==> config.mk <==
export PLATFORM = sky130hd
export DESIGN_NAME = itp_top
export DESIGN_NICKNAME = d
export VERILOG_FILES = /design/src/itp_pkg.sv /design/src/itp_arb_if.sv /design/src/itp_arbiter.sv /design/src/itp_top.sv
export SDC_FILE = /design/constraint.sdc
export NUM_CORES = 1
export LEC_CHECK = 0
export BUFFER_PORTS_ARGS = -buffer_cell sky130_fd_sc_hd__buf_2
export CORE_UTILIZATION = 38
export DETAILED_ROUTE_END_ITERATION = 8
export SYNTH_ARGS = -nofsm -noshare
export SYNTH_HDL_FRONTEND = slang
export SYNTH_SLANG_ARGS = --single-unit
==> constraint.sdc <==
create_clock -name clk_sys -period 5.6 [get_ports clk_sys]
set_clock_uncertainty 0.2 [all_clocks]
set_input_delay 0.28 -clock clk_sys [delete_from_list [all_inputs] [get_ports clk_sys]]
set_output_delay 0.28 -clock clk_sys [all_outputs]
set_load 0.01 [all_outputs]
==> src/itp_pkg.sv <==
// Shared constants, kinds and helper functions for the interrupt type and priority logic.
// Assumes one system clock and a core that acknowledges one presented request at a time.
package itp_pkg;

  // ****************************************************************
  // Sizes and vectors
  // ****************************************************************
  localparam int          ITP_NUM_SRC        = 10;
  localparam int          ITP_SRC_W          = 4;
  localparam int          ITP_VEC_W          = 16;
  localparam int          ITP_PRIO_LOW_W     = 8;
  localparam int          ITP_PRIO_HIGH_W    = 2;
  localparam int          ITP_NEST_DEPTH     = 8;
  localparam logic [15:0] ITP_VEC_NMI        = 16'h0004;
  localparam logic [15:0] ITP_VEC_TRAP       = 16'h003E;
  localparam logic [15:0] ITP_VEC_MASK_BASE  = 16'h0004;
  localparam int          ITP_VEC_SHIFT      = 1;
  localparam int          ITP_WDT_SRC        = 0;
  localparam logic [9:0]  ITP_FLAGS_RST      = 10'h000;
  localparam logic [15:0] ITP_VEC_RST        = 16'h0000;

  // Kind of the presented or in-service interrupt.
  typedef enum logic [1:0] {
    ITP_KIND_NMI,
    ITP_KIND_TRAP,
    ITP_KIND_HIGH,
    ITP_KIND_LOW
  } itp_kind_t;

  // Lowest set index wins, so source 0 outranks source 9.
  function automatic logic [3:0] itp_first(input logic [9:0] v);
    logic [3:0] r;
    r = 4'h0;
    for (int i = ITP_NUM_SRC - 1; i >= 0; i--) begin
      if (v[i]) begin
        r = 4'(i);
      end
    end
    return r;
  endfunction

  // Maskable vectors are spaced one word apart above the base.
  function automatic logic [15:0] itp_mask_vector(input logic [3:0] idx);
    return ITP_VEC_MASK_BASE + (16'(idx) << ITP_VEC_SHIFT);
  endfunction

endpackage

==> src/itp_arb_if.sv <==
// Bundle between the top and the group arbiter.
// Assumes both ends sit in the same clock domain; clk and rst are copies of the top's, the rest is combinational.
`timescale 1ns/1ps
interface itp_arb_if;
  logic       clk;
  logic       rst;
  logic [9:0] flags;
  logic [9:0] mask;
  logic [9:0] low_grp;
  logic       allow_high;
  logic       allow_low;
  logic       sel_valid;
  logic       sel_high;
  logic [3:0] sel_idx;

  modport arb  (input clk, rst, flags, mask, low_grp, allow_high, allow_low, output sel_valid, sel_high, sel_idx);
  modport user (output clk, rst, flags, mask, low_grp, allow_high, allow_low, input sel_valid, sel_high, sel_idx);
endinterface

==> src/itp_arbiter.sv <==
// Group arbiter for the maskable sources: high group first, then fixed index order.
// Assumes the caller has already folded the in-service state into the allow inputs.
`timescale 1ns/1ps
module itp_arbiter
  import itp_pkg::*;
(
  itp_arb_if.arb bus
);

  logic [9:0] elig_high;
  logic [9:0] elig_low;

  // ****************************************************************
  // Eligibility and selection
  // ****************************************************************
  // A masked flag never reaches the selection.
  assign elig_high = bus.flags & ~bus.mask & ~bus.low_grp & {10{bus.allow_high}};
  assign elig_low  = bus.flags & ~bus.mask & bus.low_grp & {10{bus.allow_low}};

  // The high group is always looked at first, the index breaks ties.
  always_comb begin
    bus.sel_valid = (elig_high != '0) || (elig_low != '0);
    bus.sel_high  = (elig_high != '0);
    bus.sel_idx   = (elig_high != '0) ? itp_first(elig_high) : itp_first(elig_low);
  end
endmodule // itp_arbiter

==> src/itp_top.sv <==
// Interrupt type and priority logic: watchdog non-maskable, ten maskable sources, software trap.
// Assumes request inputs are one-cycle pulses synchronous to clk_sys and that the core
// pulses int_ack to take the presented request and int_return when a handler returns.
`timescale 1ns/1ps

// Behaviour
// - The watchdog non-maskable request is presented even when the core has interrupts disabled.
// - The non-maskable request skips group arbitration and beats every maskable or pending request.
// - A pending non-maskable request raises standby release so a halted core wakes.
// - The only non-maskable source is the watchdog overflow.
// - Each maskable request is gated by its own mask flag and is never presented while masked.
// - Each maskable source belongs to the high or the low group by its priority-group flag bit.
// - A high-group request may preempt a low-group handler, and such nesting goes only one level deep.
// - Simultaneous requests in one group are resolved by a fixed source order.
// - Any pending unmasked maskable request raises standby release.
// - There are ten maskable inputs, four from pin or timer edges and six from internal units.
// - The software trap instruction raises an interrupt through its own dedicated vector.
// - The software trap is taken even when interrupts are disabled.
// - The software trap skips group arbitration and is not blocked by any in-service state.
// - The fixed order numbers sources 0 to 9, with 0 highest and 9 lowest.
// - The software trap uses vector 003EH and the watchdog non-maskable request vector 0004H.
// - A request flag is set when its request occurs and cleared on acknowledge or reset.
module itp_top
  import itp_pkg::*;
#(
  parameter int NEST_DEPTH = ITP_NEST_DEPTH
) (
  input  wire logic                 clk_sys,
  input  wire logic                 sys_rst,
  input  wire logic                 wdt_overflow,
  input  wire logic                 wdt_nmi_mode,
  input  wire logic [9:0]           maskable_req,
  input  wire logic [9:0]           mask_flags,
  input  wire logic [7:0]           priority_group_flags_low,
  input  wire logic [1:0]           priority_group_flags_high,
  input  wire logic                 int_enable,
  input  wire logic                 software_trap_instruction,
  input  wire logic                 int_ack,
  input  wire logic                 int_return,
  output logic                      int_valid,
  output itp_kind_t                 int_kind,
  output logic [3:0]                int_src,
  output logic [15:0]               int_vector,
  output logic                      standby_release
);

  localparam int SP_W = $clog2(NEST_DEPTH + 1);

  logic [9:0]                  req_flag_reg,   req_flag_next;
  logic                        nmi_pend_reg,   nmi_pend_next;
  logic                        trap_pend_reg,  trap_pend_next;
  itp_kind_t [NEST_DEPTH-1:0]  stack_reg,      stack_next;
  logic [SP_W-1:0]             sp_reg,         sp_next;
  logic                        pres_valid_reg, pres_valid_next;
  itp_kind_t                   pres_kind_reg,  pres_kind_next;
  logic [3:0]                  pres_idx_reg,   pres_idx_next;
  logic [15:0]                 vector_reg,     vector_next;
  logic                        standby_reg,    standby_next;
  logic [SP_W-1:0]             sp_pop;
  logic                        ack_take;
  logic                        ack_maskable;
  logic [9:0]                  ack_clr;
  logic [9:0]                  mask_set;
  logic [9:0]                  mask_d_reg;

  itp_arb_if arb_bus ();

  // True when any live stack level holds the given kind.
  function automatic logic in_service(input itp_kind_t [NEST_DEPTH-1:0] st, input logic [SP_W-1:0] sp,
                                      input itp_kind_t k);
    logic hit;
    hit = 1'b0;
    for (int i = 0; i < NEST_DEPTH; i++) begin
      if ((SP_W'(i) < sp) && (st[i] == k)) begin
        hit = 1'b1;
      end
    end
    return hit;
  endfunction

  // ****************************************************************
  // Request flags
  // ****************************************************************
  // The acknowledge refers to what is presented in its own cycle (the pres registers), so flags and presentation agree.
  always_comb begin
    ack_take     = int_ack && pres_valid_reg;
    ack_maskable = ack_take && ((pres_kind_reg == ITP_KIND_HIGH) || (pres_kind_reg == ITP_KIND_LOW));
    ack_clr      = '0;
    if (ack_maskable) begin
      ack_clr[pres_idx_reg] = 1'b1;
    end
    // In interval mode the watchdog joins source 0; all ten inputs feed the flags.
    mask_set       = maskable_req | (10'(wdt_overflow & ~wdt_nmi_mode) << ITP_WDT_SRC);
    // A new request in the acknowledge cycle survives the clear.
    req_flag_next  = (req_flag_reg & ~ack_clr) | mask_set;
    // The watchdog in watchdog mode is the sole non-maskable source.
    nmi_pend_next  = (nmi_pend_reg & ~(ack_take && (pres_kind_reg == ITP_KIND_NMI))) |
                     (wdt_overflow & wdt_nmi_mode);
    trap_pend_next = (trap_pend_reg & ~(ack_take && (pres_kind_reg == ITP_KIND_TRAP))) |
                     software_trap_instruction;
  end

  // ****************************************************************
  // In-service stack
  // ****************************************************************
  // A return pops first, so a same-cycle acknowledge reuses the freed level.
  // Pushes beyond the depth are dropped; software must bound its nesting.
  always_comb begin
    stack_next = stack_reg;
    sp_pop     = sp_reg;
    if (int_return && (sp_reg != '0)) begin
      sp_pop = sp_reg - SP_W'(1);
    end
    sp_next = sp_pop;
    if (ack_take && (sp_pop < SP_W'(NEST_DEPTH))) begin
      stack_next[sp_pop] = pres_kind_reg;
      sp_next            = sp_pop + SP_W'(1);
    end
  end

  // ****************************************************************
  // Arbitration and presentation
  // ****************************************************************
  // High requests are allowed over a low handler but not over another high one.
  assign arb_bus.flags      = req_flag_next;
  assign arb_bus.mask       = mask_flags;
  assign arb_bus.low_grp    = {priority_group_flags_high, priority_group_flags_low};
  assign arb_bus.allow_high = int_enable && !in_service(stack_next, sp_next, ITP_KIND_HIGH);
  assign arb_bus.allow_low  = arb_bus.allow_high && !in_service(stack_next, sp_next, ITP_KIND_LOW);
  assign arb_bus.clk        = clk_sys;
  assign arb_bus.rst        = sys_rst;

  itp_arbiter u_arbiter (
    .bus (arb_bus.arb)
  );

  // The non-maskable and trap requests ignore enable and in-service state.
  always_comb begin
    pres_valid_next = 1'b1;
    pres_kind_next  = ITP_KIND_NMI;
    pres_idx_next   = 4'h0;
    vector_next     = ITP_VEC_NMI;
    if (nmi_pend_next) begin
      pres_kind_next = ITP_KIND_NMI;
    end else if (trap_pend_next) begin
      pres_kind_next = ITP_KIND_TRAP;
      vector_next    = ITP_VEC_TRAP;
    end else if (arb_bus.sel_valid) begin
      pres_kind_next = arb_bus.sel_high ? ITP_KIND_HIGH : ITP_KIND_LOW;
      pres_idx_next  = arb_bus.sel_idx;
      vector_next    = itp_mask_vector(arb_bus.sel_idx);
    end else begin
      pres_valid_next = 1'b0;
      vector_next     = ITP_VEC_RST;
    end
    // Standby release ignores enable so a halted core always wakes.
    standby_next = nmi_pend_next || ((req_flag_next & ~mask_flags) != '0);
  end

  // Registers only.
  always_ff @(posedge clk_sys) begin
    if (sys_rst) begin
      req_flag_reg   <= ITP_FLAGS_RST;
      nmi_pend_reg   <= 1'b0;
      trap_pend_reg  <= 1'b0;
      stack_reg      <= '{default: ITP_KIND_NMI};
      sp_reg         <= '0;
      pres_valid_reg <= 1'b0;
      pres_kind_reg  <= ITP_KIND_NMI;
      pres_idx_reg   <= 4'h0;
      vector_reg     <= ITP_VEC_RST;
      standby_reg    <= 1'b0;
      mask_d_reg     <= ITP_FLAGS_RST;
    end else begin
      req_flag_reg   <= req_flag_next;
      nmi_pend_reg   <= nmi_pend_next;
      trap_pend_reg  <= trap_pend_next;
      stack_reg      <= stack_next;
      sp_reg         <= sp_next;
      pres_valid_reg <= pres_valid_next;
      pres_kind_reg  <= pres_kind_next;
      pres_idx_reg   <= pres_idx_next;
      vector_reg     <= vector_next;
      standby_reg    <= standby_next;
      mask_d_reg     <= mask_flags;
    end
  end

  assign int_valid       = pres_valid_reg;
  assign int_kind        = pres_kind_reg;
  assign int_src         = pres_idx_reg;
  assign int_vector      = vector_reg;
  assign standby_release = standby_reg;
endmodule // itp_top

## Yosys cells after proc, flatten, opt, wreduce, memory -nomap -nowiden

Cells that the tools add are included.

- Register bits after elaboration: 56
- Bits in latches: 0
- Bits in writable memories: 0
- Bits in read-only memories: 0
- Input port bits: 38
- Output and inout bits: 24
- Word-level logic and storage cells: 169
- Memories: 0

- Add/subtract/negate cells: 3
- $mul: 0
- Divide/modulo/power cells: 0
- $lt $le $gt $ge: 13
- Equality and inequality tests: 19
- Shift-type cells: 0
- Multiplexer cells: 55
- Bitwise gates (word level): 21
- Reductions and logical operators: 38

Operators by type and width:

| cell | number |
|---|---|
| 4-bit 2-to-1 mux | 23 |
| 10-bit AND | 6 |
| 2-bit == test (second input constant) | 18 |
| 10-bit inverter | 3 |
| 10-bit nonzero test | 3 |
| 1-bit logical AND | 26 |
| 1-bit 2-to-1 mux | 23 |
| 10-bit bitwise OR | 2 |
| 16-bit bitwise mux | 1 |
| 3-bit by 4-bit < comparator with 1-bit output (first input constant) | 4 |
| 16-bit 2-to-1 mux | 1 |
| 6-bit 2-to-1 mux | 2 |
| 1-bit by 10-bit AND with 10-bit output | 1 |
| 10-bit 2-to-1 mux | 1 |
| 1-bit inverter with 10-bit output | 1 |
| 4-bit by 1-bit greater-or-equal comparator with 1-bit output (second input constant) | 2 |
| 1-bit by 4-bit < comparator with 1-bit output (first input constant) | 2 |
| 2-bit by 4-bit < comparator with 1-bit output (first input constant) | 2 |
| 4-bit < comparator (second input constant) | 2 |
| 3-bit by 5-bit adder with 6-bit output (first input constant) | 1 |
| 2-bit demux with 3-bit select | 1 |
| 4-bit by 5-bit < comparator with 1-bit output (second input constant) | 1 |
| 4-bit by 1-bit adder with 4-bit output (second input constant) | 1 |
| 1-bit demux with 4-bit select | 1 |
| 13 further kinds | 21 |

## Depth between registers and ports, before layout

Gate-level depths: netlist of run 1.

- Depth after elaboration: 38
- Mapped depth: 20

## Cells and area by module

A second synthesis of run 1 with hierarchy kept.

- Cells, all modules: 386
- Area total of the unflattened synthesis: 3119.2 um^2

Modules (own cells, without submodules):

| module | times used | cells each | area each (um^2) | sequential area each (um^2) |
|---|---|---|---|---|
| itp_top | 1 | 327 | 2628.8 | 900.9 |
| itp_arbiter | 1 | 59 | 490.5 | 0.0 |

## Worst setup path after synthesis of run 1

No wires, ideal clock.

- Kind: reg2reg
- Start point: register sp_reg[0]
- End point: register vector_reg[4] (netlist: int_vector[4])
- Arrival: 4.147 ns
- Data required time: 5.321 ns
- Path slack: 1.174 ns
- Stages on the path, launching flop included: 20
- Path through: dfxtp_1 buf_2 inv_2 ha_1 or3b_4 a221oi_4 nor3_1 ha_1 nand2_1 a211oi_2 a32o_1 a2bb2oi_2 o211ai_2 or3_1 o32a_1 nor2_1 ha_1 and2_1 o2111ai_1 o211ai_1

- Elaborated cells between the ends (all ways): 104

RTL lines:

| item | RTL line | text |
|---|---|---|
| start, declared | itp_top.sv:53 | `logic [SP_W-1:0] sp_reg, sp_next;` |
| start signal, assigned | itp_top.sv:179 | `sp_reg <= sp_next;` |
| branches (longest 2 deep; another with 4-bit by 1-bit subtractor with 4-bit output) | - |  |
| 4-bit 2-to-1 mux (*) | itp_top.sv:111 | `if (int_return && (sp_reg != '0)) begin` |
| 4-bit by 1-bit greater-or-equal comparator with 1-bit output (implied by the code) or 4-bit < comparator (tied branches) | itp_top.sv:116, itp_top.sv:115 |  |
| 1-bit logical AND (implied by the code) | itp_top.sv:116 | `stack_next[sp_pop] = pres_kind_reg;` |
| 2-bit 2-to-1 mux (implied by the code) | itp_top.sv:116 |  |
| 2-bit demux with 3-bit select | itp_top.sv:116 |  |
| 16-bit bitwise mux | itp_top.sv:116 |  |
| 16-bit 2-to-1 mux | itp_top.sv:115 | `if (ack_take && (sp_pop < SP_W'(NEST_DEPTH))) begin` |
| (+12 left out) | - |  |
| 1-bit logical AND | itp_top.sv:129 | `assign arb_bus.allow_low = arb_bus.allow_high && !in_service(stack_next, sp_next, ITP_KIND_LOW);` |
| 10-bit AND | itp_arbiter.sv:18 | `assign elig_low = bus.flags & ~bus.mask & bus.low_grp & {10{bus.allow_low}};` |
| 4-bit 2-to-1 mux (9 in a row) | itp_pkg.sv:35 | `if (v[i]) begin` |
| 4-bit 2-to-1 mux (*) | itp_arbiter.sv:24 | `bus.sel_idx = (elig_high != '0) ? itp_first(elig_high) : itp_first(elig_low);` |
| named net arb_bus.sel_idx[2] | itp_arb_if.sv:14 | `logic [3:0] sel_idx;` |
| 3-bit by 5-bit adder with 6-bit output (*) | itp_pkg.sv:44 | `return ITP_VEC_MASK_BASE + (16'(idx) << ITP_VEC_SHIFT);` |
| 6-bit 2-to-1 mux (*) | itp_top.sv:148 | `end else if (arb_bus.sel_valid) begin` |
| 6-bit 2-to-1 mux (*) | itp_top.sv:145 | `end else if (trap_pend_next) begin` |
| end signal, assigned | itp_top.sv:183 | `vector_reg <= vector_next;` |
| end, declared | itp_top.sv:57 | `logic [15:0] vector_reg, vector_next;` |

Mark *: on every way through the listed nets, which the timed path passes.
A chain may end at the register's enable or synchronous reset.

## Worst setup path in the final report of run 1

Same ends and word-level chain as after synthesis.

==> tab_implementation.tex, run 1 <==
\begin{tabular}{lr}
\hline
Metric & Value \\
\hline
\multicolumn{2}{l}{\textbf{Setup path}} \\
\quad CP max stage cell & or3b\_4 \\
\quad Worst reg2reg startpoint & sp\_reg[0] \\
\quad Crit path required time & 5620 ps \\
\quad Top cell family by delay on the critical path & compound AO/OA/AOI/OAI gates \\
\quad CP arrival & 4990 ps \\
\quad Sequence of cells on the critical path & inv\_2 > ha\_1 > or3b\_4 > a21oi\_1 > nor2\_1 > nor3\_1 > ha\_1 > nand2\_1 > a211oi\_2 > a32o\_1 > a2bb2oi\_2 > o211ai\_2 > or3\_1 > o32a\_1 > nor2\_1 > ha\_1 > and2\_1 > o2111ai\_1 > o211ai\_1 \\
\quad Category of the worst setup path launch point & flip-flop \\
\quad Cell count of the worst reg-to-reg path & 19 \\
\quad Sum of buffers and inverters on the critical path & 1 \\
\quad Minimum setup slack among reg-to-reg paths & 630 ps \\
\quad Capture instance of the worst register-to-register path & int\_vector[4] \\
\quad Crit path depth & 19 \\
\quad Highest cell delay on the worst timing path & 450 ps \\
\quad Critical Path End Type & flip-flop \\
\quad Critical path fanouts, max & 12 \\
\quad Worst setup path category & flip-flop to flip-flop \\
\quad Most used cell, CP & ha\_1 \\
\multicolumn{2}{l}{\textbf{Timing}} \\
\quad Final setup violation count & 0 \\
\quad Transition time at the pin with the least slew margin & 1008 ps \\
\quad Max Clk Rate & 201.2 MHz \\
\quad Post-route clock period utilization & 88.77\% \\
\quad Unrepaired setup endpoints after global routing & false \\
\quad Period minus WS final & 4971 ps \\
\quad Sum Neg Setup Slack & 0 ps \\
\quad Hold Worst Slack & 34.82 ps \\
\quad Max-Slew Margin vs Limit & 31.04\% \\
\quad Number of max-slew violations in the final report & 0 \\
\quad Final count of hold timing violations & 0 \\
\multicolumn{2}{l}{\textbf{Clock network}} \\
\quad Post-CTS Repair Setup Buffers & 0 \\
\quad \# H-tree levels & 2 \\
\quad Clock transition at the registers of the reported paths & 90 ps \\
\quad Number of buffers inserted during clock tree synthesis & 5 \\
\quad Clock net sink count & 45 \\
\quad Number of buffers inserted for hold repair after clock tree synthesis & 0 \\
\quad Clock tree from TritonCTS & done \\
\quad Maximum root-to-sink buffer count & 2 \\
\quad Root buffer selected by CTS & clkbuf\_8 \\
\quad Post-CTS resize count & 0 \\
\quad Clk\_lat worst skew & 300 ps \\
\multicolumn{2}{l}{\textbf{Outcome}} \\
\quad Run status & completed \\
\multicolumn{2}{l}{\textbf{Global route}} \\
\quad Maximum number of pins on one net before global-route repair & 39 \\
\quad Overflow left after global routing & 0 \\
\quad Vias in the first global route & 3068 \\
\quad Initial antenna violation count & 0 \\
\quad Overall track demand over capacity in global routing & 20.48\% \\
\quad Global-route wire length before repair & 14.37 mm \\
\multicolumn{2}{l}{\textbf{Finish}} \\
\quad Area Growth Syn to Fin & 10.45\% \\
\quad Antenna Cells & 0 \\
\quad Number of standard cells in the final layout excluding fillers & 553 \\
\quad \# fillers & 886 \\
\quad Flip-flop count of the largest register after layout & 16 \\
\quad Number of nets in the final layout & 488 \\
\quad Proportion of layout cells with a drive suffix above 1 & 17.41\% \\
\multicolumn{2}{l}{\textbf{Yosys}} \\
\quad Post-synthesis average cell area & 7.894 sq um \\
\quad Sequential area share after synthesis & 27.77\% \\
\quad Number of enable flip-flop cells after synthesis & 0 \\
\quad FFs w/ async S/R, synth & 0\% \\
\quad Netlist cell types & 80 \\
\quad Main synth FF type & dfxtp\_1 \\
\quad \#FFs+latches synth & 45 \\
\quad Post-synth design cell area & 3244 sq um \\
\quad Number of warnings issued by yosys & 0 \\
\quad Gate count of the mapped netlist & 411 \\
\multicolumn{2}{l}{\textbf{Power and ir drop}} \\
\quad Power density over the cells & 322.1 nW/um\^{}2 \\
\quad Max rail drop VDD & 0.1301 mV \\
\quad P\_leak & 1.386 nW \\
\multicolumn{2}{l}{\textbf{Floorplanning}} \\
\quad Width of the die & 94.40 microns \\
\quad Die Y & 94.40 microns \\
\quad Total die area & 8911 sq um \\
\quad Placeable Area & 8258 sq um \\
\quad Number of rows created at floorplan & 33 \\
\quad Boundary pin count & 62 \\
\quad Effective utilization at floorplan & 39.29\% \\
\multicolumn{2}{l}{\textbf{Worst hold path}} \\
\quad Hold path start & maskable\_req[9] \\
\quad Hold EP & req\_flag\_reg[9] \\
\quad Worst min-delay path class & primary input to flip-flop \\
\quad Worst hold path depth & 3 \\
\multicolumn{2}{l}{\textbf{Routing}} \\
\quad Overall routed net length & 8.682 mm \\
\quad Average via count per standard cell & 5.750 \\
\quad First-pass detailed-route iteration total & 4 \\
\quad Number of violations reported at the end of detailed-routing iteration 0 & 149 \\
\quad Average detailed-routed wire length per instance & 15.70 microns \\
\quad Vias after detailed routing & 3180 \\
\quad DRC violations left & 0 \\
\quad Final ANT Viol Nets & 0 \\
\multicolumn{2}{l}{\textbf{Place}} \\
\quad HPWL after detailed placement & 6.573 mm \\
\quad Last weighted congestion value of the routability-driven placer & 0.9591 \\
\quad Placed cells & 545 \\
\quad PortBufs & 50 \\
\multicolumn{2}{l}{\textbf{Job}} \\
\quad Number of max-cap violations & 0 \\
\hline
\end{tabular}
==> through the flow <==
stage | worst slack [ps] | area, sq um | power (mW) | util [%]
after floorplan | 1174 | 3282 | 0.8409 | -
after global placement | 970.6 | 3501 | 0.9398 | 42.39
after detailed placement | 699.1 | 3501 | 0.9491 | 42.39
after CTS | 663.5 | 3583 | 1.153 | 43.39
after global routing | 206.8 | 3583 | 1.237 | 43.39
final | 628.8 | 3583 | 1.154 | 43.39
==> cell type report <==
type / count / area (sq um) / share of cell area (%)
repair buffers: 51 / 257.7 / 7.193
well taps: 105 / 131.4 / 3.666
inverters: 13 / 48.80 / 1.362
multi-input cells: 331 / 2162 / 60.34
clock buffers: 6 / 72.57 / 2.025
clock inverters: 2 / 10.01 / 0.2793
flip-flops and latches: 45 / 900.9 / 25.14
==> power breakdown <==
group	switching, mW	internal, mW	total (mW)
sequential	0.0323	0.345	0.377
clock	0.115	0.0868	0.202
combinational	0.359	0.217	0.575
total	0.506	0.648	1.15
==> per-layer routing <==
metal / global-route usage (%) / wire length, microns
met5: 0 / 0
met4: 7.308 / 158
met3: 3.704 / 357
met2: 33.64 / 3921
met1: 26.74 / 4244
==> cells by family after synthesis <==
| logic type | Yosys count | share of synthesized area [%] |
|---|---|---|
| AO/OA/AOI/OAI | 124 | 29.66 |
| XOR/XNOR | 1 | 0.2700 |
| adder cells (fa/ha/maj) | 3 | 1.157 |
| buffers and inverters | 45 | 6.749 |
| flip-flops | 45 | 27.77 |
| multiplexers | 19 | 5.900 |
| other | 1 | 0.1156 |
| AND/OR/NAND/NOR | 173 | 28.38 |
==> worst max-delay path by stage <==
stage,start,endpoint,slack (ps)
2_1_floorplan,sp_reg[0],int_vector[4],1170
3_3_place_gp,sp_reg[0],int_vector[4],970
3_5_place_dp,sp_reg[0],int_vector[4],700
4_1_cts,sp_reg[0],int_vector[4],660
5_1_grt,sp_reg[0],int_vector[4],210
6_report,sp_reg[0],int_vector[4],630
==> worst min-delay path, delay by kind of cell <==
family	cells	cell delay [ps]
compound gates	1	50
buf+inv	2	160
==> cell usage in the layout, fill, tap and decap left out, types with 8 or more instances in the layout <==
| master | n |
|---|---|
| nor3_1 | 10 |
| mux2i_1 | 18 |
| nand2b_1 | 8 |
| and2_1 | 8 |
| buf_2 | 50 |
| inv_1 | 10 |
| a211oi_1 | 10 |
| a21oi_1 | 25 |
| nor2_1 | 48 |
| dfxtp_1 | 45 |
| conb_1 | 11 |
| o21ai_0 | 15 |
| nand2_1 | 38 |
| nor2b_1 | 9 |
==> synthesized netlist by cell type (4+ instances only) <==
library cell	count	share of area, %
mux2i_1	18	5.6
a31oi_1	4	0.77
buf_4	12	2.8
nor3_1	10	1.5
a21oi_1	25	3.9
a221oi_1	5	1.3
a22oi_1	4	0.93
nand2b_1	8	1.5
o211ai_1	7	1.6
inv_1	10	1.2
dfxtp_1	45	28
o21ai_0	15	2.3
and2_1	8	1.5
clkbuf_1	15	1.7
a21o_1	5	1.2
nor4_1	4	0.77
a2111oi_0	4	1.1
or3_1	7	1.3
nor2b_1	9	1.7
nor4b_1	6	1.6
a211oi_1	10	2.3
nor2_1	48	5.6
nand2_1	38	4.4
a311oi_1	4	1.1
nand3_1	7	1.1
buf_2	4	0.62
Power figures use the tool's default switching activity.
==> run 2, diff against run 1 <==
- clock period: 5.6 -> 6 ns (I/O delays scaled with it)
==> run 2 against run 1 <==
- sequential share of layout area unchanged
- combinational power decreased by 6.6%
- non-clock buffer count unchanged
- largest cell class unchanged
- largest power group unchanged
- global-route usage increased by 0.091 points
- sequential cell count unchanged
- wire length about the same
- clock power decreased by 9%
- critical path depth unchanged
- sequential power decreased by 6.6%
==> tab_implementation.tex, run 2 (same netlist as run 1, synthesis figures left out) <==
\begin{tabular}{lr}
\hline
Metric & Value \\
\hline
\multicolumn{2}{l}{\textbf{Outcome}} \\
\quad Run status & completed \\
\multicolumn{2}{l}{\textbf{Clock network}} \\
\quad Clock transition at the registers of the reported paths & 90 ps (about the same) \\
\quad Clock tree from TritonCTS & done \\
\quad Clock net sink count & 45 (unchanged) \\
\quad Post-CTS resize count & 0 (unchanged) \\
\quad Number of buffers inserted during clock tree synthesis & 5 (unchanged) \\
\quad Root buffer selected by CTS & clkbuf\_8 \\
\quad Clk\_lat worst skew & 300 ps (about the same) \\
\quad Number of buffers inserted for hold repair after clock tree synthesis & 0 (unchanged) \\
\quad Post-CTS Repair Setup Buffers & 0 (unchanged) \\
\quad \# H-tree levels & 2 (unchanged) \\
\quad Maximum root-to-sink buffer count & 2 (unchanged) \\
\multicolumn{2}{l}{\textbf{Finish}} \\
\quad Final Cell Area & 3583 sq um (unchanged) \\
\quad Number of nets in the final layout & 488 (unchanged) \\
\quad Proportion of layout cells with a drive suffix above 1 & 17.41\% (unchanged) \\
\quad Flip-flop count of the largest register after layout & 16 (unchanged) \\
\quad Antenna Cells & 0 (unchanged) \\
\quad Most used cells in the layout excluding fill and tap cells & buf\_2 (50), nor2\_1 (48), dfxtp\_1 (45) \\
\quad Most frequent standard cell in the layout excluding fill and tap cells & buf\_2 \\
\quad Area Growth Syn to Fin & 10.45\% (unchanged) \\
\multicolumn{2}{l}{\textbf{Floorplanning}} \\
\quad Effective utilization at floorplan & 39.29\% (unchanged) \\
\quad Boundary pin count & 62 (unchanged) \\
\quad Width of the die & 94.40 microns (unchanged) \\
\quad Die Y & 94.40 microns (unchanged) \\
\quad Placeable Area & 8258 sq um (unchanged) \\
\quad Total die area & 8911 sq um (unchanged) \\
\quad Number of rows created at floorplan & 33 (unchanged) \\
\multicolumn{2}{l}{\textbf{Power and ir drop}} \\
\quad P\_leak & 1.386 nW (unchanged) \\
\quad Overall Power & 1.074 mW (-7.0\%) \\
\quad Power density over the cells & 299.6 nW/um\^{}2 (-7.0\%) \\
\quad Max rail drop VDD & 0.1172 mV (-9.9\%) \\
\multicolumn{2}{l}{\textbf{Setup path}} \\
\quad Crit path required time & 6010 ps (+390 ps) \\
\quad Highest cell delay on the worst timing path & 450 ps (about the same) \\
\quad Most used cell, CP & ha\_1 \\
\quad Minimum setup slack among reg-to-reg paths & 980 ps (+350 ps) \\
\quad Critical path fanouts, max & 12 (unchanged) \\
\quad Sequence of cells on the critical path & inv\_2 > ha\_1 > or3b\_4 > a21oi\_1 > nor2\_1 > nor3\_1 > ha\_1 > nand2\_1 > a211oi\_2 > a32o\_1 > a2bb2oi\_2 > o211ai\_2 > or3\_1 > o32a\_1 > nor2\_1 > ha\_1 > and2\_1 > o2111ai\_1 > o211ai\_1 \\
\quad Category of the worst setup path launch point & flip-flop \\
\quad CP arrival & 5030 ps (+40 ps) \\
\quad CP max stage cell & or3b\_4 \\
\quad Critical Path End Type & flip-flop \\
\quad Worst setup path category & flip-flop to flip-flop \\
\multicolumn{2}{l}{\textbf{Timing}} \\
\quad Post-route clock period utilization & 83.66\% (-5.1 points) \\
\quad Final setup violation count & 0 (unchanged) \\
\quad Period minus WS final & 5019 ps (+48.34 ps) \\
\quad Final count of hold timing violations & 0 (unchanged) \\
\quad Sum Neg Setup Slack & 0 ps (unchanged) \\
\quad Unrepaired setup endpoints after global routing & false \\
\quad Transition time at the pin with the least slew margin & 977.0 ps (-31.37 ps) \\
\quad Number of max-slew violations in the final report & 0 (unchanged) \\
\quad Max Clk Rate & 199.2 MHz (-0.96\%) \\
\quad Max-Slew Margin vs Limit & 33.18\% (+2.1 points) \\
\multicolumn{2}{l}{\textbf{Global route}} \\
\quad Initial antenna violation count & 0 (unchanged) \\
\quad Global-route wire length before repair & 14.43 mm (+0.43\%) \\
\quad Maximum number of pins on one net before global-route repair & 39 (unchanged) \\
\quad Vias in the first global route & 3046 (-0.72\%) \\
\quad Overall track demand over capacity in global routing & 20.57\% (+0.091 points) \\
\quad Overflow left after global routing & 0 (unchanged) \\
\multicolumn{2}{l}{\textbf{Routing}} \\
\quad Average via count per standard cell & 5.741 (-0.16\%) \\
\quad Final ANT Viol Nets & 0 (unchanged) \\
\quad Number of violations reported at the end of detailed-routing iteration 0 & 161 (+8.1\%) \\
\quad First-pass detailed-route iteration total & 4 (unchanged) \\
\quad Overall routed net length & 8.689 mm (about the same) \\
\quad DRC violations left & 0 (unchanged) \\
\quad Vias after detailed routing & 3175 (-0.16\%) \\
\quad Average detailed-routed wire length per instance & 15.71 microns (about the same) \\
\multicolumn{2}{l}{\textbf{Place}} \\
\quad HPWL after detailed placement & 6.620 mm (+0.72\%) \\
\quad PortBufs & 50 (unchanged) \\
\quad Last weighted congestion value of the routability-driven placer & 0.9591 (unchanged) \\
\quad Cell Area, Placed & 3501 sq um (unchanged) \\
\multicolumn{2}{l}{\textbf{Worst hold path}} \\
\quad Worst min-delay path class & primary input to flip-flop \\
\multicolumn{2}{l}{\textbf{Job}} \\
\quad Number of max-cap violations & 0 (unchanged) \\
\hline
\end{tabular}
## run 2: cell counts in the layout (fill, tap and decap cells not counted)
Identical to the previous run, type by type.
## run 2: critical path, delay by kind of cell (launching register included)
kind	cells	cell delay, ps
AND/OR/NAND/NOR	7	1620
AO/OA/AOI/OAI	8	1820
buffers and inverters	1	140
adder cells (fa/ha/maj)	3	720
flip-flops	1	420
## run 2: layout make-up
class / count / area, sq um
Fill cell: 864 / 4674
Multi-Input combinational cell: 331 / 2162
Sequential cell: 45 / 900.9
Timing Repair Buffer: 51 / 257.7
Tap cell: 105 / 131.4
Clock buffer: 6 / 72.57
Inverter: 13 / 48.80
Clock inverter: 2 / 10.01
## run 2: path summary, 6_finish.rpt
| kind | startpoint | endpoint | cells past startpoint |
|---|---|---|---|
| hold / removal | maskable_req[9] | req_flag_reg[9] | 3 |
| setup reg to reg | sp_reg[0] | int_vector[4] | 19 |
| setup / recovery | sp_reg[0] | int_vector[4] | 19 |
| hold reg to reg | stack_reg[8] | stack_reg[8] | 2 |
## run 2: metal layers
metal	track usage (%)	routed length, microns
met4	7.436	140
met1	27.78	4162
met2	32.91	3879
met5	0	0
met3	3.301	507
## run 2: metrics by stage
stage               util, %  instances  hold slack (ps)  setup WS [ps]
finish                43.39        553            62.56          980.5
global route          43.39        553            60.84          635.2
CTS                   43.39        553            47.53           1074
detailed placement    42.39        545            280.2           1103
global placement      42.39        545            267.9           1371
floorplan                 -        421            228.3           1574
## run 2: power by group
group / switching (mW) / leakage, nW / internal [mW]
logic: 0.335 / 0.972 / 0.202
registers: 0.0306 / 0.369 / 0.322
clock network: 0.103 / 0.0450 / 0.0810
==> run 3, diff against run 2 <==
- ABC_AREA: not set -> 1
- clock period: 6 -> 5.24 ns (I/O delays scaled with it)
==> run 3 against run 2 <==
- setup slack got worse by 85 ps
- sequential cell count stayed put
- global-route usage down 0.25 points
- fmax up 16%
- cell count rose by 25%
- count of clock-buffer cells in the layout fell by 1
- largest power group unchanged
- hold slack lost 50 ps
- non-clock buffer count rose by 3
- largest cell class unchanged
==> tab_implementation.tex, run 3 <==
\begin{tabular}{lr}
\hline
Metric & Value \\
\hline
\multicolumn{2}{l}{\textbf{Yosys}} \\
\quad Arithmetic-cell share of the synthesized area counting full adders, half adders and majority gates & 1.153\% (-0.0040 points) \\
\quad Share of the synthesized area in compound gates (AO/OA/AOI/OAI) & 11.26\% (-18 points) \\
\quad Biggest area consumer among synthesized cells & dfxtp\_1 \\
\quad Number of enable flip-flop cells after synthesis & 0 (unchanged) \\
\quad Post-synthesis average cell area & 6.097 sq um (-23\%) \\
\quad Number of warnings issued by yosys & 0 (unchanged) \\
\quad Dominant combinational cell family by area after synthesis & simple AND/OR/NAND/NOR gates \\
\quad Post-synthesis xor/xnor area fraction & 0\% (-0.27 points) \\
\quad FFs w/ async S/R, synth & 0\% (unchanged) \\
\quad Sequential area share after synthesis & 27.67\% (-0.096 points) \\
\quad Top post-synthesis cells by count & nand2\_1 (151), nor2\_1 (86), inv\_1 (65) \\
\quad Most instantiated library cell after synthesis & nand2\_1 \\
\quad Share of synthesized cell area in and, or, nand and nor gates & 46.77\% (+18 points) \\
\quad Synth area leaders & dfxtp\_1 (28\%), nand2\_1 (17\%), nor2\_1 (9.9\%) \\
\quad Main synth FF type & dfxtp\_1 \\
\quad Area share of the largest cell type after synthesis & 27.67\% (-0.096 points) \\
\quad Gate count of the mapped netlist & 534 (+30\%) \\
\quad Mux cell area share after synthesis & 0\% (-5.9 points) \\
\quad Netlist cell types & 37 (-54\%) \\
\quad \#FFs+latches synth & 45 (unchanged) \\
\quad Post-synth design cell area & 3256 sq um (+0.35\%) \\
\multicolumn{2}{l}{\textbf{Floorplanning}} \\
\quad Width of the die & 94.56 microns (+0.17\%) \\
\quad Boundary pin count & 62 (unchanged) \\
\quad Number of rows created at floorplan & 33 (unchanged) \\
\quad Placeable Area & 8258 sq um (unchanged) \\
\quad Die Y & 94.56 microns (+0.17\%) \\
\quad Total die area & 8942 sq um (+0.34\%) \\
\quad Effective utilization at floorplan & 39.42\% (+0.14 points) \\
\multicolumn{2}{l}{\textbf{Place}} \\
\quad Last weighted congestion value of the routability-driven placer & 0.9134 (-4.8\%) \\
\quad Cell Area, Placed & 3527 sq um (+0.75\%) \\
\quad HPWL after detailed placement & 6.747 mm (+1.9\%) \\
\quad PortBufs & 50 (unchanged) \\
\quad Placed cells & 678 (+24\%) \\
\multicolumn{2}{l}{\textbf{Global route}} \\
\quad Overall track demand over capacity in global routing & 20.32\% (-0.25 points) \\
\quad Met2 usage in global routing & 35.81\% (+2.9 points) \\
\quad Maximum number of pins on one net before global-route repair & 36 (-7.7\%) \\
\quad Met1 Usage GRT & 24.95\% (-2.8 points) \\
\quad Global-route met3 utilization & 2.818\% (-0.48 points) \\
\quad Global-route wire length before repair & 14.35 mm (-0.57\%) \\
\quad GRT busiest layer & met2 \\
\quad Vias in the first global route & 3241 (+6.4\%) \\
\quad Initial antenna violation count & 0 (unchanged) \\
\quad Overflow left after global routing & 0 (unchanged) \\
\multicolumn{2}{l}{\textbf{Setup path}} \\
\quad Minimum setup slack among reg-to-reg paths & 900 ps (-80 ps) \\
\quad Category of the worst setup path launch point & flip-flop \\
\quad CP max stage cell & dfxtp\_1 \\
\quad Crit path required time & 5200 ps (-810 ps) \\
\quad Worst setup path category & flip-flop to flip-flop \\
\quad Critical Path End Type & flip-flop \\
\quad CP arrival & 4310 ps (-720 ps) \\
\quad Critical path fanouts, max & 11 (-1) \\
\quad Most used cell, CP & nand2\_1 \\
\quad Highest cell delay on the worst timing path & 340 ps (-110 ps) \\
\multicolumn{2}{l}{\textbf{Finish}} \\
\quad Utilization of the core after routing & 44.82\% (+1.4 points) \\
\quad Area Growth Syn to Fin & 13.68\% \\
\quad Total area of multi-input combinational cells & 1968 sq um (-9.0\%) \\
\quad Final Cell Area & 3701 sq um (+3.3\%) \\
\quad Flip-flop count of the largest register after layout & 16 (unchanged) \\
\quad Number of standard cells in the final layout excluding fillers & 690 (+25\%) \\
\quad Most frequent standard cell in the layout excluding fill and tap cells & nand2\_1 \\
\quad Antenna Cells & 0 (unchanged) \\
\quad Proportion of layout cells with a drive suffix above 1 & 17.61\% (+0.20 points) \\
\quad \# fillers & 915 (+5.9\%) \\
\quad Number of nets in the final layout & 625 (+28\%) \\
\quad Most used cells in the layout excluding fill and tap cells & nand2\_1 (151), nor2\_1 (86), inv\_1 (65) \\
\quad Total area of sequential cells & 900.9 sq um (unchanged) \\
\multicolumn{2}{l}{\textbf{Clock network}} \\
\quad Clk\_lat worst skew & 300 ps (about the same) \\
\quad Clock transition at the registers of the reported paths & 90 ps (about the same) \\
\quad Root buffer selected by CTS & clkbuf\_8 \\
\quad Number of buffers inserted during clock tree synthesis & 5 (unchanged) \\
\quad Clock net sink count & 45 (unchanged) \\
\quad Clock tree from TritonCTS & done \\
\quad Maximum root-to-sink buffer count & 2 (unchanged) \\
\quad Post-CTS Repair Setup Buffers & 0 (unchanged) \\
\quad \# H-tree levels & 2 (unchanged) \\
\multicolumn{2}{l}{\textbf{Routing}} \\
\quad Average via count per standard cell & 4.875 (-15\%) \\
\quad Average detailed-routed wire length per instance & 12.22 microns (-22\%) \\
\quad Number of violations reported at the end of detailed-routing iteration 0 & 167 (+3.7\%) \\
\quad Overall routed net length & 8.434 mm (-2.9\%) \\
\quad DRC violations left & 0 (unchanged) \\
\quad First-pass detailed-route iteration total & 4 (unchanged) \\
\quad Final ANT Viol Nets & 0 (unchanged) \\
\quad Vias after detailed routing & 3364 (+6.0\%) \\
\multicolumn{2}{l}{\textbf{Timing}} \\
\quad Period minus WS final & 4344 ps (-675.5 ps) \\
\quad Final count of hold timing violations & 0 (unchanged) \\
\quad Max-Slew Margin vs Limit & 53.62\% (+20 points) \\
\quad Sum Neg Setup Slack & 0 ps (unchanged) \\
\quad Unrepaired setup endpoints after global routing & false \\
\quad Post-route clock period utilization & 82.90\% (-0.76 points) \\
\quad Max Clk Rate & 230.2 MHz (+16\%) \\
\quad Transition time at the pin with the least slew margin & 695.8 ps (-281.2 ps) \\
\quad Number of max-slew violations in the final report & 0 (unchanged) \\
\quad Final setup violation count & 0 (unchanged) \\
\multicolumn{2}{l}{\textbf{Power and ir drop}} \\
\quad Overall Power & 1.628 mW (+52\%) \\
\quad Power density over the cells & 439.8 nW/um\^{}2 (+47\%) \\
\quad Max rail drop VDD & 0.1329 mV (+13\%) \\
\quad P\_leak & 1.915 nW (+38\%) \\
\multicolumn{2}{l}{\textbf{Job}} \\
\quad Number of max-cap violations & 0 (unchanged) \\
\multicolumn{2}{l}{\textbf{Worst hold path}} \\
\quad Worst min-delay path class & primary input to flip-flop \\
\multicolumn{2}{l}{\textbf{Outcome}} \\
\quad Run status & completed \\
\hline
\end{tabular}
run 3: cell types whose count changed in the layout (fill, tap and decap cells not counted), moves of 6 or more:
cell | before | now
nand2_1 | 38 | 151
inv_1 | 10 | 65
nand3_1 | 7 | 50
nor2_1 | 48 | 86
mux2i_1 | 18 | 0
a211oi_1 | 10 | 0
nand2_2 | 0 | 10
nor2b_1 | 9 | 0
and2_1 | 8 | 0
nand2b_1 | 8 | 0
or3_1 | 7 | 0
nor4b_1 | 6 | 0
run 3: area by class of cell:
| cell class | count | area share [%] |
|---|---|---|
| Timing Repair Buffer | 54 | 7.843 |
| Clock inverter | 3 | 1.758 |
| Sequential cell | 45 | 24.34 |
| Tap cell | 105 | 3.550 |
| Inverter | 73 | 7.471 |
| Clock buffer | 5 | 1.859 |
| Multi-Input combinational cell | 405 | 53.18 |
run 3: layer usage:
metal,routed length [microns],up-vias
li1,-,1763
met1,3832,1508
met2,4125,79
met3,306,14
met4,170,0
met5,0,-
run 3: cell families (layout without fill, tap and decap cells):
group / Yosys count / in the layout
adder cells (fa/ha/maj): 3 / 3
other: 1 / 11
AO/OA/AOI/OAI: 59 / 59
flip-flops: 45 / 45
AND/OR/NAND/NOR: 332 / 332
buffers and inverters: 94 / 135
run 3: stage by stage:
stage,setup WS [ps],hold slack (ps)
floorplan,1501,185.7
global placement,1077,250.9
detailed placement,931.0,262.9
CTS,900.0,3.879
global route,418.1,22.17
finish,896.0,12.13
run 3: timing repair:
| item | 4_1_cts | 5_1_grt |
|---|---|---|
| hold buffers | 4 | 0 |
| gates resized for setup | 0 | 0 |
| hold endpoints to repair | 4 | 0 |
run 3: final timing paths:
kind | to | cells past startpoint | startpoint
worst max-delay path | int_vector[4] | 30 | sp_reg[0]
worst min-delay path | req_flag_reg[9] | 3 | maskable_req[9]
worst min register to register | stack_reg[7] | 2 | stack_reg[7]
worst max register to register | int_vector[4] | 30 | sp_reg[0]
run 3: critical path, delay by kind of cell (launching register included):
kind                     cells  cell delay [ps]
AND/OR/NAND/NOR             18             2120
adder cells (fa/ha/maj)      3              640
AO/OA/AOI/OAI                5              640
flip-flops                   1              340
buffers and inverters        4              290
run 3: power by group:
part           leakage [nW]  internal, mW  switching, mW  total, mW
combinational          1.48         0.264          0.639      0.903
sequential            0.370         0.383         0.0276      0.411
clock                0.0681         0.190          0.124      0.314
